--- config.mk ---
export PLATFORM = sky130hd
export DESIGN_NAME = oss_source_select
export DESIGN_NICKNAME = d
export VERILOG_FILES = /design/src/oss_pkg.sv /design/src/oss_source_select.sv /design/src/oss_sync.sv /design/src/oss_divider.sv
export SDC_FILE = /design/constraint.sdc
export NUM_CORES = 1
export LEC_CHECK = 0
export ABC_AREA = 1
export BUFFER_PORTS_ARGS = -buffer_cell sky130_fd_sc_hd__buf_2
export CORE_MARGIN = 4
export CORE_UTILIZATION = 47
export CTS_CLUSTER_DIAMETER = 60
export DETAILED_ROUTE_END_ITERATION = 8
export PLACE_DENSITY = 0.68
export SYNTH_ARGS = -nofsm -noshare
export SYNTH_HDL_FRONTEND = slang
export SYNTH_SLANG_ARGS = --single-unit
--- constraint.sdc ---
create_clock -name CORE_CLK_IN -period 1.68 [get_ports CORE_CLK_IN]
set_input_delay 0.252 -clock CORE_CLK_IN [delete_from_list [all_inputs] [get_ports CORE_CLK_IN]]
set_output_delay 0.252 -clock CORE_CLK_IN [all_outputs]
set_load 0.03 [all_outputs]
--- src/oss_pkg.sv ---
/*
  Constants, register map and types for the oscillator source selection block.
  Assumes a single 100 MHz core clock and oscillator outputs that arrive as
  free-running square waves from analog cells outside the core clock domain.
*/
// Notes on behaviour
// - System clock picks fast or slow source by three-bit select, changeable live.
// - Slow clock comes from slow internal RC or the crystal, per select bit.
// - Fast internal RC frequency is a build constant: 4, 8 or 12 MHz.
// - Writing crystal enable starts it if the pin-share bit is set; unusable until start-up delay elapses.
// - Sleep or idle gates the system clock; timers can keep their own clock.
// - Oscillators also clock the watchdog and the time-base logic.
// - Pin-share bit gives crystal pins to the crystal or to general I/O; the crystal gets them only while crystal enable is also set.
// - Slow internal RC runs at nominal 32 kHz, needing no external parts.
// - Crystal runs at a fixed nominal 32.768 kHz when chosen as slow source.
// - Select codes 000 to 110 give fast divided by 1 to 64; 111 slow.
// - Slow select zero picks slow internal RC, one picks the crystal.

package oss_pkg;

  //////////////////////////////////////////////////////////////////////////////
  // Register bus
  localparam int ADDR_W = 4;
  localparam int DATA_W = 8;
  localparam logic [ADDR_W-1:0] REG_CLK_CTRL = 4'h0;
  localparam logic [ADDR_W-1:0] REG_XTAL_CTRL = 4'h1;
  localparam logic [ADDR_W-1:0] REG_PIN_SHARE = 4'h2;
  localparam logic [ADDR_W-1:0] REG_STATUS = 4'h3;

  // Clock control fields
  localparam int SEL_HI = 7;
  localparam int SEL_LO = 5;
  localparam int SLOW_SEL_BIT = 2;
  localparam int FAST_IDLE_BIT = 1;
  localparam int SLOW_IDLE_BIT = 0;
  localparam logic [DATA_W-1:0] CLK_CTRL_WMASK = 8'he7;
  localparam logic [DATA_W-1:0] CLK_CTRL_RST = 8'h00;
  localparam logic [2:0] SEL_SLOW = 3'h7;

  // Crystal control, pin share and status fields
  localparam int XTAL_EN_BIT = 0;
  localparam int XTAL_RDY_BIT = 1;
  localparam int PIN_XTAL_BIT = 0;
  localparam int STAT_SLOW_BIT = 0;
  localparam int STAT_HALT_BIT = 1;
  localparam logic RST_OFF = 1'b0;

  //////////////////////////////////////////////////////////////////////////////
  // Oscillator figures
  localparam int CORE_CLK_MHZ = 100;
  localparam int FAST_RC_MHZ = 12;
  localparam int SLOW_RC_HZ = 32000;
  localparam int CRYSTAL_HZ = 32768;

  // Crystal start-up wait; the length is not fixed by the oscillator cell
  localparam int XTAL_STARTUP_US = 1000;
  localparam int XTAL_STARTUP_CYC = XTAL_STARTUP_US * CORE_CLK_MHZ;
  localparam int XTAL_CNT_W = 20;

  // Divider: ratio is a power of two up to 64
  localparam int DIV_W = 6;
  localparam logic [DIV_W-1:0] DIV_MAX = 6'h3f;
  localparam logic [2:0] DIV_SHIFT_TOP = 3'h6;

  typedef enum logic [1:0] {
    OSS_XTAL_OFF,
    OSS_XTAL_STARTING,
    OSS_XTAL_READY
  } oss_xtal_state_t;

endpackage

--- src/oss_source_select.sv ---
/*
  Oscillator source selection: system clock enable from divided fast RC or a
  slow source, crystal start-up, halt gating, peripheral and watchdog clocks,
  and crystal pin sharing. Registers on a plain strobe port.
  Assumes oscillator outputs and the crystal pins are asynchronous, HALT_IN
  comes from CPU logic on the core clock, and the downstream logic uses the
  enables as one-cycle clock-enable pulses on CORE_CLK_IN.
*/
`timescale 1ns/1ps

module oss_source_select #(
  parameter logic [oss_pkg::XTAL_CNT_W-1:0] XTAL_STARTUP_CYCLES =
    oss_pkg::XTAL_CNT_W'(oss_pkg::XTAL_STARTUP_CYC)
) (
  input wire logic CORE_CLK_IN,
  input wire logic RST_IN,
  input wire logic CE_IN,
  input wire logic [oss_pkg::ADDR_W-1:0] ADDR_IN,
  input wire logic [oss_pkg::DATA_W-1:0] WDATA_IN,
  input wire logic WR_IN,
  input wire logic RD_IN,
  output logic [oss_pkg::DATA_W-1:0] RDATA_OUT,
  input wire logic HALT_IN,
  input wire logic FAST_INTERNAL_RC_IN,
  input wire logic SLOW_INTERNAL_RC_IN,
  input wire logic SLOW_CRYSTAL_OSC_IN,
  output logic CRYSTAL_ENABLE_OUT,
  output logic FAST_RC_ENABLE_OUT,
  output logic SYS_CLK_EN_OUT,
  output logic FAST_PERIPH_EN_OUT,
  output logic TIMEBASE_EN_OUT,
  output logic WDT_CLK_EN_OUT,
  input wire logic CRYSTAL_PIN_A_IN,
  output logic CRYSTAL_PIN_A_OUT,
  output logic CRYSTAL_PIN_A_OE_OUT,
  input wire logic CRYSTAL_PIN_B_IN,
  output logic CRYSTAL_PIN_B_OUT,
  output logic CRYSTAL_PIN_B_OE_OUT,
  input wire logic GPIO_A_OUT_IN,
  input wire logic GPIO_A_OE_IN,
  output logic GPIO_A_IN_OUT,
  input wire logic GPIO_B_OUT_IN,
  input wire logic GPIO_B_OE_IN,
  output logic GPIO_B_IN_OUT
);

  localparam int NUM_SYNC = 5;
  localparam int SYNC_FAST = 0;
  localparam int SYNC_SLOW_RC = 1;
  localparam int SYNC_XTAL = 2;
  localparam int SYNC_PIN_A = 3;
  localparam int SYNC_PIN_B = 4;

  //////////////////////////////////////////////////////////////////////////////
  // Synchronisers for all asynchronous inputs
  wire [NUM_SYNC-1:0] async_w = {CRYSTAL_PIN_B_IN, CRYSTAL_PIN_A_IN, SLOW_CRYSTAL_OSC_IN,
                                 SLOW_INTERNAL_RC_IN, FAST_INTERNAL_RC_IN};
  logic [NUM_SYNC-1:0] level_w;
  logic [NUM_SYNC-1:0] rise_w;

  generate
    for (genvar i = 0; i < NUM_SYNC; i++) begin : g_sync
      oss_sync u_sync (
        .clk_in(CORE_CLK_IN),
        .rst_in(RST_IN),
        .ce_in(CE_IN),
        .async_in(async_w[i]),
        .level_out(level_w[i]),
        .rise_out(rise_w[i])
      );
    end
  endgenerate

  //////////////////////////////////////////////////////////////////////////////
  // Registers
  logic [oss_pkg::DATA_W-1:0] clk_ctrl_r;
  logic xtal_en_r;
  logic pin_xtal_r;
  logic [oss_pkg::DATA_W-1:0] rdata_r;

  wire wr_clk_ctrl = WR_IN && (ADDR_IN == oss_pkg::REG_CLK_CTRL);
  wire wr_xtal_ctrl = WR_IN && (ADDR_IN == oss_pkg::REG_XTAL_CTRL);
  wire wr_pin_share = WR_IN && (ADDR_IN == oss_pkg::REG_PIN_SHARE);

  wire [2:0] sel_w = clk_ctrl_r[oss_pkg::SEL_HI:oss_pkg::SEL_LO];
  wire slow_sel_w = clk_ctrl_r[oss_pkg::SLOW_SEL_BIT];
  wire fast_idle_w = clk_ctrl_r[oss_pkg::FAST_IDLE_BIT];
  wire slow_idle_w = clk_ctrl_r[oss_pkg::SLOW_IDLE_BIT];

  always_ff @(posedge CORE_CLK_IN) begin
    if (RST_IN) begin
      clk_ctrl_r <= oss_pkg::CLK_CTRL_RST;
      xtal_en_r <= oss_pkg::RST_OFF;
      pin_xtal_r <= oss_pkg::RST_OFF;
    end else if (CE_IN) begin
      if (wr_clk_ctrl) begin
        clk_ctrl_r <= WDATA_IN & oss_pkg::CLK_CTRL_WMASK;
      end
      if (wr_xtal_ctrl) begin
        xtal_en_r <= WDATA_IN[oss_pkg::XTAL_EN_BIT];
      end
      if (wr_pin_share) begin
        pin_xtal_r <= WDATA_IN[oss_pkg::PIN_XTAL_BIT];
      end
    end
  end

  //////////////////////////////////////////////////////////////////////////////
  // Crystal start-up
  oss_pkg::oss_xtal_state_t xtal_state_r;
  oss_pkg::oss_xtal_state_t xtal_state_nxt;
  logic [oss_pkg::XTAL_CNT_W-1:0] xtal_cnt_r;

  // The crystal runs only while it also owns its pins
  wire xtal_run_w = xtal_en_r && pin_xtal_r;
  wire xtal_done_w = (xtal_cnt_r == XTAL_STARTUP_CYCLES - 20'h00001);
  wire xtal_ready_w = (xtal_state_r == oss_pkg::OSS_XTAL_READY);

  always_comb begin
    xtal_state_nxt = xtal_state_r;
    case (xtal_state_r)
      oss_pkg::OSS_XTAL_OFF: begin
        if (xtal_run_w) begin
          xtal_state_nxt = oss_pkg::OSS_XTAL_STARTING;
        end
      end
      oss_pkg::OSS_XTAL_STARTING: begin
        if (!xtal_run_w) begin
          xtal_state_nxt = oss_pkg::OSS_XTAL_OFF;
        end else if (xtal_done_w) begin
          xtal_state_nxt = oss_pkg::OSS_XTAL_READY;
        end
      end
      oss_pkg::OSS_XTAL_READY: begin
        if (!xtal_run_w) begin
          xtal_state_nxt = oss_pkg::OSS_XTAL_OFF;
        end
      end
      default: begin
        xtal_state_nxt = oss_pkg::OSS_XTAL_OFF;
      end
    endcase
  end

  always_ff @(posedge CORE_CLK_IN) begin
    if (RST_IN) begin
      xtal_state_r <= oss_pkg::OSS_XTAL_OFF;
      xtal_cnt_r <= '0;
    end else if (CE_IN) begin
      xtal_state_r <= xtal_state_nxt;
      if (xtal_state_r == oss_pkg::OSS_XTAL_STARTING) begin
        xtal_cnt_r <= xtal_cnt_r + 20'h00001;
      end else begin
        xtal_cnt_r <= '0;
      end
    end
  end

  //////////////////////////////////////////////////////////////////////////////
  // Source selection
  wire fast_tick_w = rise_w[SYNC_FAST];
  wire slow_rc_tick_w = rise_w[SYNC_SLOW_RC];
  // Crystal edges before start-up ends are not trusted
  wire xtal_tick_w = rise_w[SYNC_XTAL] & xtal_ready_w;
  wire slow_tick_w = slow_sel_w ? xtal_tick_w : slow_rc_tick_w;

  logic active_slow_r;
  logic div_tick_w;
  wire want_slow_w = (sel_w == oss_pkg::SEL_SLOW);
  wire sys_tick_w = active_slow_r ? slow_tick_w : div_tick_w;
  // Divider restarts as the fast source is taken back, giving a full first period
  wire to_fast_w = active_slow_r && !want_slow_w && sys_tick_w;

  oss_divider u_divider (
    .clk_in(CORE_CLK_IN),
    .rst_in(RST_IN),
    .ce_in(CE_IN),
    .tick_in(fast_tick_w),
    .restart_in(to_fast_w),
    .ratio_in(sel_w),
    .tick_out(div_tick_w)
  );

  // Swap sources only at the end of a period of the current one
  always_ff @(posedge CORE_CLK_IN) begin
    if (RST_IN) begin
      active_slow_r <= 1'b0;
    end else if (CE_IN && sys_tick_w) begin
      active_slow_r <= want_slow_w;
    end
  end

  //////////////////////////////////////////////////////////////////////////////
  // Gating and output enables
  logic sys_en_r;
  logic fast_periph_r;
  logic timebase_r;
  logic wdt_r;
  wire fast_on_w = !HALT_IN || fast_idle_w;
  wire slow_on_w = !HALT_IN || slow_idle_w;

  always_ff @(posedge CORE_CLK_IN) begin
    if (RST_IN) begin
      sys_en_r <= 1'b0;
      fast_periph_r <= 1'b0;
      timebase_r <= 1'b0;
      wdt_r <= 1'b0;
    end else if (CE_IN) begin
      sys_en_r <= sys_tick_w && !HALT_IN;
      fast_periph_r <= fast_tick_w && fast_on_w;
      timebase_r <= slow_tick_w && slow_on_w;
      wdt_r <= slow_rc_tick_w;
    end
  end

  assign SYS_CLK_EN_OUT = sys_en_r;
  assign FAST_PERIPH_EN_OUT = fast_periph_r;
  assign TIMEBASE_EN_OUT = timebase_r;
  assign WDT_CLK_EN_OUT = wdt_r;
  assign FAST_RC_ENABLE_OUT = fast_on_w || !active_slow_r;
  assign CRYSTAL_ENABLE_OUT = xtal_run_w;

  //////////////////////////////////////////////////////////////////////////////
  // Crystal pin sharing: pins are released to I/O unless the crystal runs
  wire xtal_owns_w = xtal_run_w;
  assign CRYSTAL_PIN_A_OUT = GPIO_A_OUT_IN;
  assign CRYSTAL_PIN_B_OUT = GPIO_B_OUT_IN;
  assign CRYSTAL_PIN_A_OE_OUT = GPIO_A_OE_IN && !xtal_owns_w;
  assign CRYSTAL_PIN_B_OE_OUT = GPIO_B_OE_IN && !xtal_owns_w;
  assign GPIO_A_IN_OUT = level_w[SYNC_PIN_A] && !xtal_owns_w;
  assign GPIO_B_IN_OUT = level_w[SYNC_PIN_B] && !xtal_owns_w;

  //////////////////////////////////////////////////////////////////////////////
  // Read path
  logic [oss_pkg::DATA_W-1:0] rd_mux_w;
  always_comb begin
    rd_mux_w = '0;
    if (ADDR_IN == oss_pkg::REG_CLK_CTRL) begin
      rd_mux_w = clk_ctrl_r;
    end else if (ADDR_IN == oss_pkg::REG_XTAL_CTRL) begin
      rd_mux_w[oss_pkg::XTAL_EN_BIT] = xtal_en_r;
      rd_mux_w[oss_pkg::XTAL_RDY_BIT] = xtal_ready_w;
    end else if (ADDR_IN == oss_pkg::REG_PIN_SHARE) begin
      rd_mux_w[oss_pkg::PIN_XTAL_BIT] = pin_xtal_r;
    end else if (ADDR_IN == oss_pkg::REG_STATUS) begin
      rd_mux_w[oss_pkg::STAT_SLOW_BIT] = active_slow_r;
      rd_mux_w[oss_pkg::STAT_HALT_BIT] = HALT_IN;
    end
  end

  always_ff @(posedge CORE_CLK_IN) begin
    if (RST_IN) begin
      rdata_r <= '0;
    end else if (CE_IN) begin
      rdata_r <= RD_IN ? rd_mux_w : '0;
    end
  end
  assign RDATA_OUT = rdata_r;

  //////////////////////////////////////////////////////////////////////////////
  // Assertions
  property p_halt_gates;
    @(posedge CORE_CLK_IN) disable iff (RST_IN)
    (CE_IN && HALT_IN) |=> !SYS_CLK_EN_OUT;
  endproperty
  a_halt_gates: assert property (p_halt_gates)
    else $error("system clock enable while halted");

  property p_xtal_unready;
    @(posedge CORE_CLK_IN) disable iff (RST_IN)
    (CE_IN && active_slow_r && slow_sel_w && !xtal_ready_w) |=> !SYS_CLK_EN_OUT;
  endproperty
  a_xtal_unready: assert property (p_xtal_unready)
    else $error("crystal used before start-up ended");

  property p_xtal_wait;
    @(posedge CORE_CLK_IN) disable iff (RST_IN)
    $rose(xtal_ready_w) |-> $past(xtal_cnt_r) == XTAL_STARTUP_CYCLES - 20'h00001;
  endproperty
  a_xtal_wait: assert property (p_xtal_wait)
    else $error("crystal ready without full start-up wait");

  property p_pins_owned;
    @(posedge CORE_CLK_IN) disable iff (RST_IN)
    xtal_owns_w |-> !CRYSTAL_PIN_A_OE_OUT && !CRYSTAL_PIN_B_OE_OUT && !GPIO_A_IN_OUT;
  endproperty
  a_pins_owned: assert property (p_pins_owned)
    else $error("crystal pins driven while crystal runs");

  property p_pins_free;
    @(posedge CORE_CLK_IN) disable iff (RST_IN)
    !xtal_en_r |-> (CRYSTAL_PIN_A_OE_OUT == GPIO_A_OE_IN) && (CRYSTAL_PIN_B_OE_OUT == GPIO_B_OE_IN);
  endproperty
  a_pins_free: assert property (p_pins_free)
    else $error("crystal pins not free for I/O");

  property p_wdt_clock;
    @(posedge CORE_CLK_IN) disable iff (RST_IN)
    (CE_IN && slow_rc_tick_w) |=> WDT_CLK_EN_OUT;
  endproperty
  a_wdt_clock: assert property (p_wdt_clock)
    else $error("watchdog missed a slow RC edge");

  property p_swap_boundary;
    @(posedge CORE_CLK_IN) disable iff (RST_IN)
    (active_slow_r != $past(active_slow_r)) |-> $past(sys_tick_w) && $past(CE_IN);
  endproperty
  a_swap_boundary: assert property (p_swap_boundary)
    else $error("source swapped mid period");

  property p_slow_rc_path;
    @(posedge CORE_CLK_IN) disable iff (RST_IN)
    (CE_IN && active_slow_r && !slow_sel_w && slow_rc_tick_w && !HALT_IN) |=> SYS_CLK_EN_OUT;
  endproperty
  a_slow_rc_path: assert property (p_slow_rc_path)
    else $error("slow RC edge did not clock the system");

  property p_fast_freq;
    @(posedge CORE_CLK_IN) oss_pkg::FAST_RC_MHZ inside {4, 8, 12};
  endproperty
  a_fast_freq: assert property (p_fast_freq)
    else $error("fast RC frequency not a legal setting");

  c_xtal_ready: cover property (@(posedge CORE_CLK_IN) disable iff (RST_IN) $rose(xtal_ready_w));
  c_to_slow: cover property (@(posedge CORE_CLK_IN) disable iff (RST_IN) $rose(active_slow_r));
  c_to_fast: cover property (@(posedge CORE_CLK_IN) disable iff (RST_IN) to_fast_w);
  c_idle_fast: cover property (@(posedge CORE_CLK_IN) disable iff (RST_IN)
    HALT_IN && FAST_PERIPH_EN_OUT);

endmodule // oss_source_select

--- src/oss_sync.sv ---
/*
  Two-flop synchroniser with rising-edge pulse for one asynchronous level.
  Assumes the input toggles slower than half the core clock rate.
*/
`timescale 1ns/1ps

module oss_sync (
  input wire logic clk_in,
  input wire logic rst_in,
  input wire logic ce_in,
  input wire logic async_in,
  output logic level_out,
  output logic rise_out
);

  logic meta_r;
  logic sync_r;
  logic prev_r;

  // Only sync_r reads meta_r
  always_ff @(posedge clk_in) begin
    if (rst_in) begin
      meta_r <= 1'b0;
      sync_r <= 1'b0;
      prev_r <= 1'b0;
    end else if (ce_in) begin
      meta_r <= async_in;
      sync_r <= meta_r;
      prev_r <= sync_r;
    end
  end

  assign level_out = sync_r;
  assign rise_out = sync_r & ~prev_r;

endmodule // oss_sync

--- src/oss_divider.sv ---
/*
  Power-of-two divider of a tick stream, ratio 1 to 64.
  Assumes tick_in is a one-cycle pulse per fast oscillator period.
*/
`timescale 1ns/1ps

module oss_divider (
  input wire logic clk_in,
  input wire logic rst_in,
  input wire logic ce_in,
  input wire logic tick_in,
  input wire logic restart_in,
  input wire logic [2:0] ratio_in,
  output logic tick_out
);

  logic [oss_pkg::DIV_W-1:0] cnt_r;
  logic [oss_pkg::DIV_W-1:0] limit_r;
  wire [2:0] shift_w = oss_pkg::DIV_SHIFT_TOP - ratio_in;
  wire [oss_pkg::DIV_W-1:0] limit_nxt = oss_pkg::DIV_MAX >> shift_w;

  assign tick_out = tick_in & (cnt_r == limit_r);

  // A new ratio is taken only at a period boundary, so no period is cut short
  always_ff @(posedge clk_in) begin
    if (rst_in) begin
      cnt_r <= '0;
      limit_r <= '0;
    end else if (ce_in) begin
      if (restart_in || tick_out) begin
        cnt_r <= '0;
        limit_r <= limit_nxt;
      end else if (tick_in) begin
        cnt_r <= cnt_r + 6'h01;
      end
    end
  end

  property p_div_new_period;
    @(posedge clk_in) disable iff (rst_in)
    (ce_in && tick_out && !restart_in) |=> (cnt_r == '0) && (limit_r == $past(limit_nxt));
  endproperty
  a_div_new_period: assert property (p_div_new_period)
    else $error("divider did not start a fresh period");

endmodule // oss_divider

==> results.ini <==
[logic_synthesis]
ys_ff_latch=66
synth_top_area_cell=dfxtp_1
ys_seq_area_frac=0.4241
netlist-cell-type-count=30
synth_top_area_frac=0.4241
ys_warn_count=0
syn_area_per_cell_um2=6.802
syn_area_mm2=0.003115
netlist_instances=458
synth_area_leaders=dfxtp_1 (42%), nand2_1 (11%), nor2_1 (9.8%), a21oi_1 (6.6%), inv_1 (6.3%)

[die]
ioPinCount=47
start_util=0.4879
die_area_mm2=0.007995
die_w_um=89.42
die_y_um=89.42
design.core.area_mm2=0.006386
placementRows=29

[hold_path]
holdCritStartpoint=FAST_INTERNAL_RC_IN
min_path_type=in -> reg
holdPathStages=3
min_to=g_sync[0].u_sync.meta_r

[critical_path]
crit_type=reg -> reg
arrival_ns=1.77
crit_path_max_fanout=3
ff2ff_setup_slack_ns=0.14
cp-end-kind=flip-flop
startpoint_type=flip-flop
cp.required_ns=1.91
r2r-start=xtal_cnt_r[1]
critPathLaunch=xtal_cnt_r[1]
r2r_cells=9
crit-reg2reg-capture=xtal_cnt_r[10]

[pwr]
power_mw=3.589
power.density_mw_per_mm2=971.0
peakVddDrop_mv=0.5026
leakage_nw=1.630

[finish]
diodes=0
nNetsFinal=537
area_growth_pct=18.63
final_cell_mix=nand2_1 (89), nor2_1 (78), dfxtp_1 (65)
drive_above_1_share=0.1591
post_layout_nonfiller_instances=586
mostFrequentLayoutCell=nand2_1

[clocking]
cts_root_buffer=clkbuf_8
clkSinkCount=66
cts-buffers-inserted=9
hold_buffers=0
tritoncts=built
clockBufferDepth=2
htreeDepth=3
insertion_delay_ns=0.33
clkTransAtPathRegs_ns=0.07

[grt]
antenna_found_initial=0
gr-total-overflow=0
grt_pass1_vias=2572
grt_use_total=0.1795
grt_max_degree=31
grt_pass1_wl_um=11320

[detailed_routing]
wl_um=6789
drc=0
wl_per_cell_um=11.59
routed_via_density=5.012
final_antenna_net_count=0
drt_pass1_iterations=4
detailedRoute.firstIterationViolations=111
route.vias.total=2937

[place]
hpwl_um=4866
globalplace.congestion=0.8688
placed_cells=568
io_buffers=38
post-place-ws_ns=0.05160

[sta]
clock.fmax_mhz=647.4
report.final.hold_viol_count=0
min_period_ns=1.545
setup_ws_ns=0.1354
finClkSkew_ns=0.009338
slew_violations=0
fin_setup_tns_ns=0
fin_crit_sh=0.9194
setup_viol=0
fin_hold_ws_ns=0.1493

[run]
cap_viol_max_count=0

[status]
outcome=complete, no violations

## what timing repair did
item                       in CTS  in global routing
setup endpoints to repair       0                 15
setup buffers                   0                  2
gates resized for setup         0                 11
## critical path, cell delays in order, from the launching register on
cell	delay [ns]
dfxtp_1	0.35
ha_2	0.20
nand2_1	0.08
nor3b_2	0.21
nand2_1	0.12
or2_1	0.24
nand2_1	0.08
nand2_1	0.05
o21ai_1	0.07
inv_1	0.05
## logic make-up (layout without fill, tap and decap cells)
group | after synthesis | after routing | share of synthesized area
AND/OR/NAND/NOR | 223 | 223 | 0.2996
AO/OA/AOI/OAI | 88 | 88 | 0.1482
buffers and inverters | 69 | 119 | 0.08876
flip-flops | 66 | 66 | 0.4241
adder cells (fa/ha/maj) | 6 | 6 | 0.02410
XOR/XNOR | 5 | 5 | 0.01406
other | 1 | 2 | 0.001204
## registers in the layout (all words and copies together), names as in the netlist
register                 count
xtal_cnt_r                  20
TIMEBASE_EN_OUT              1
g_sync.u_sync.prev_r         3
xtal_en_r                    1
g_sync.u_sync.meta_r         5
RDATA_OUT                    6
u_divider.limit_r            6
pin_xtal_r                   1
WDT_CLK_EN_OUT               1
u_divider.cnt_r              6
active_slow_r                1
xtal_state_r                 2
SYS_CLK_EN_OUT               1
clk_ctrl_r                   6
FAST_PERIPH_EN_OUT           1
g_sync.u_sync.level_out      5
## layout make-up
cell class	count	area, µm²
Fill cell	624	2690
Multi-Input combinational cell	324	1550
Sequential cell	66	1323
Timing Repair Buffer	49	272.8
Inverter	54	202.7
Clock buffer	10	137.6
Clock inverter	6	113.9
Tap cell	77	96.34
## per-layer routing
metal,GRT usage,wire length (µm),vias to the layer above
li1,-,-,1555
met1,0.2544,3432,1292
met2,0.2639,2864,83
met3,0.04516,427,7
met4,0.06360,64,0
met5,0,0,-
## synth_stat cells (all sizes together)
cell,count
nand2,93
nor2,81
dfxtp,66
inv,54
a21oi,42
o21ai,39
nand3,30
nor3,9
buf,8
clkbuf,7
ha,6
a22oi,4
xor2,4
nand4,3
nor3b,3
o211ai,3
or2,2
and3,1
conb,1
nand3b,1
xnor2,1
## power breakdown
part	internal, mW	switching (mW)	total, mW
registers	1.61	0.0304	1.64
logic	0.109	0.205	0.314
clock network	1.03	0.607	1.64
## worst max-delay path by stage
| stage | end | depth (start not counted) | slack, ns |
|---|---|---|---|
| floorplan | xtal_cnt_r[10] | 9 | 0.25 |
| global placement | u_divider.limit_r[1] | 11 | 0.11 |
| detailed placement | u_divider.limit_r[1] | 9 | 0.05 |
| CTS | u_divider.limit_r[1] | 9 | 0.05 |
| global route | u_divider.limit_r[0] | 9 | -0.001 |
| finish | xtal_cnt_r[10] | 9 | 0.14 |
## stage by stage
step | cell area, µm² | utilization
floorplan | 3119 | -
global placement | 3400 | 0.5323
detailed placement | 3400 | 0.5323
CTS | 3651 | 0.5717
global route | 3696 | 0.5788
finish | 3696 | 0.5788
(Power assumes the default switching activity.)
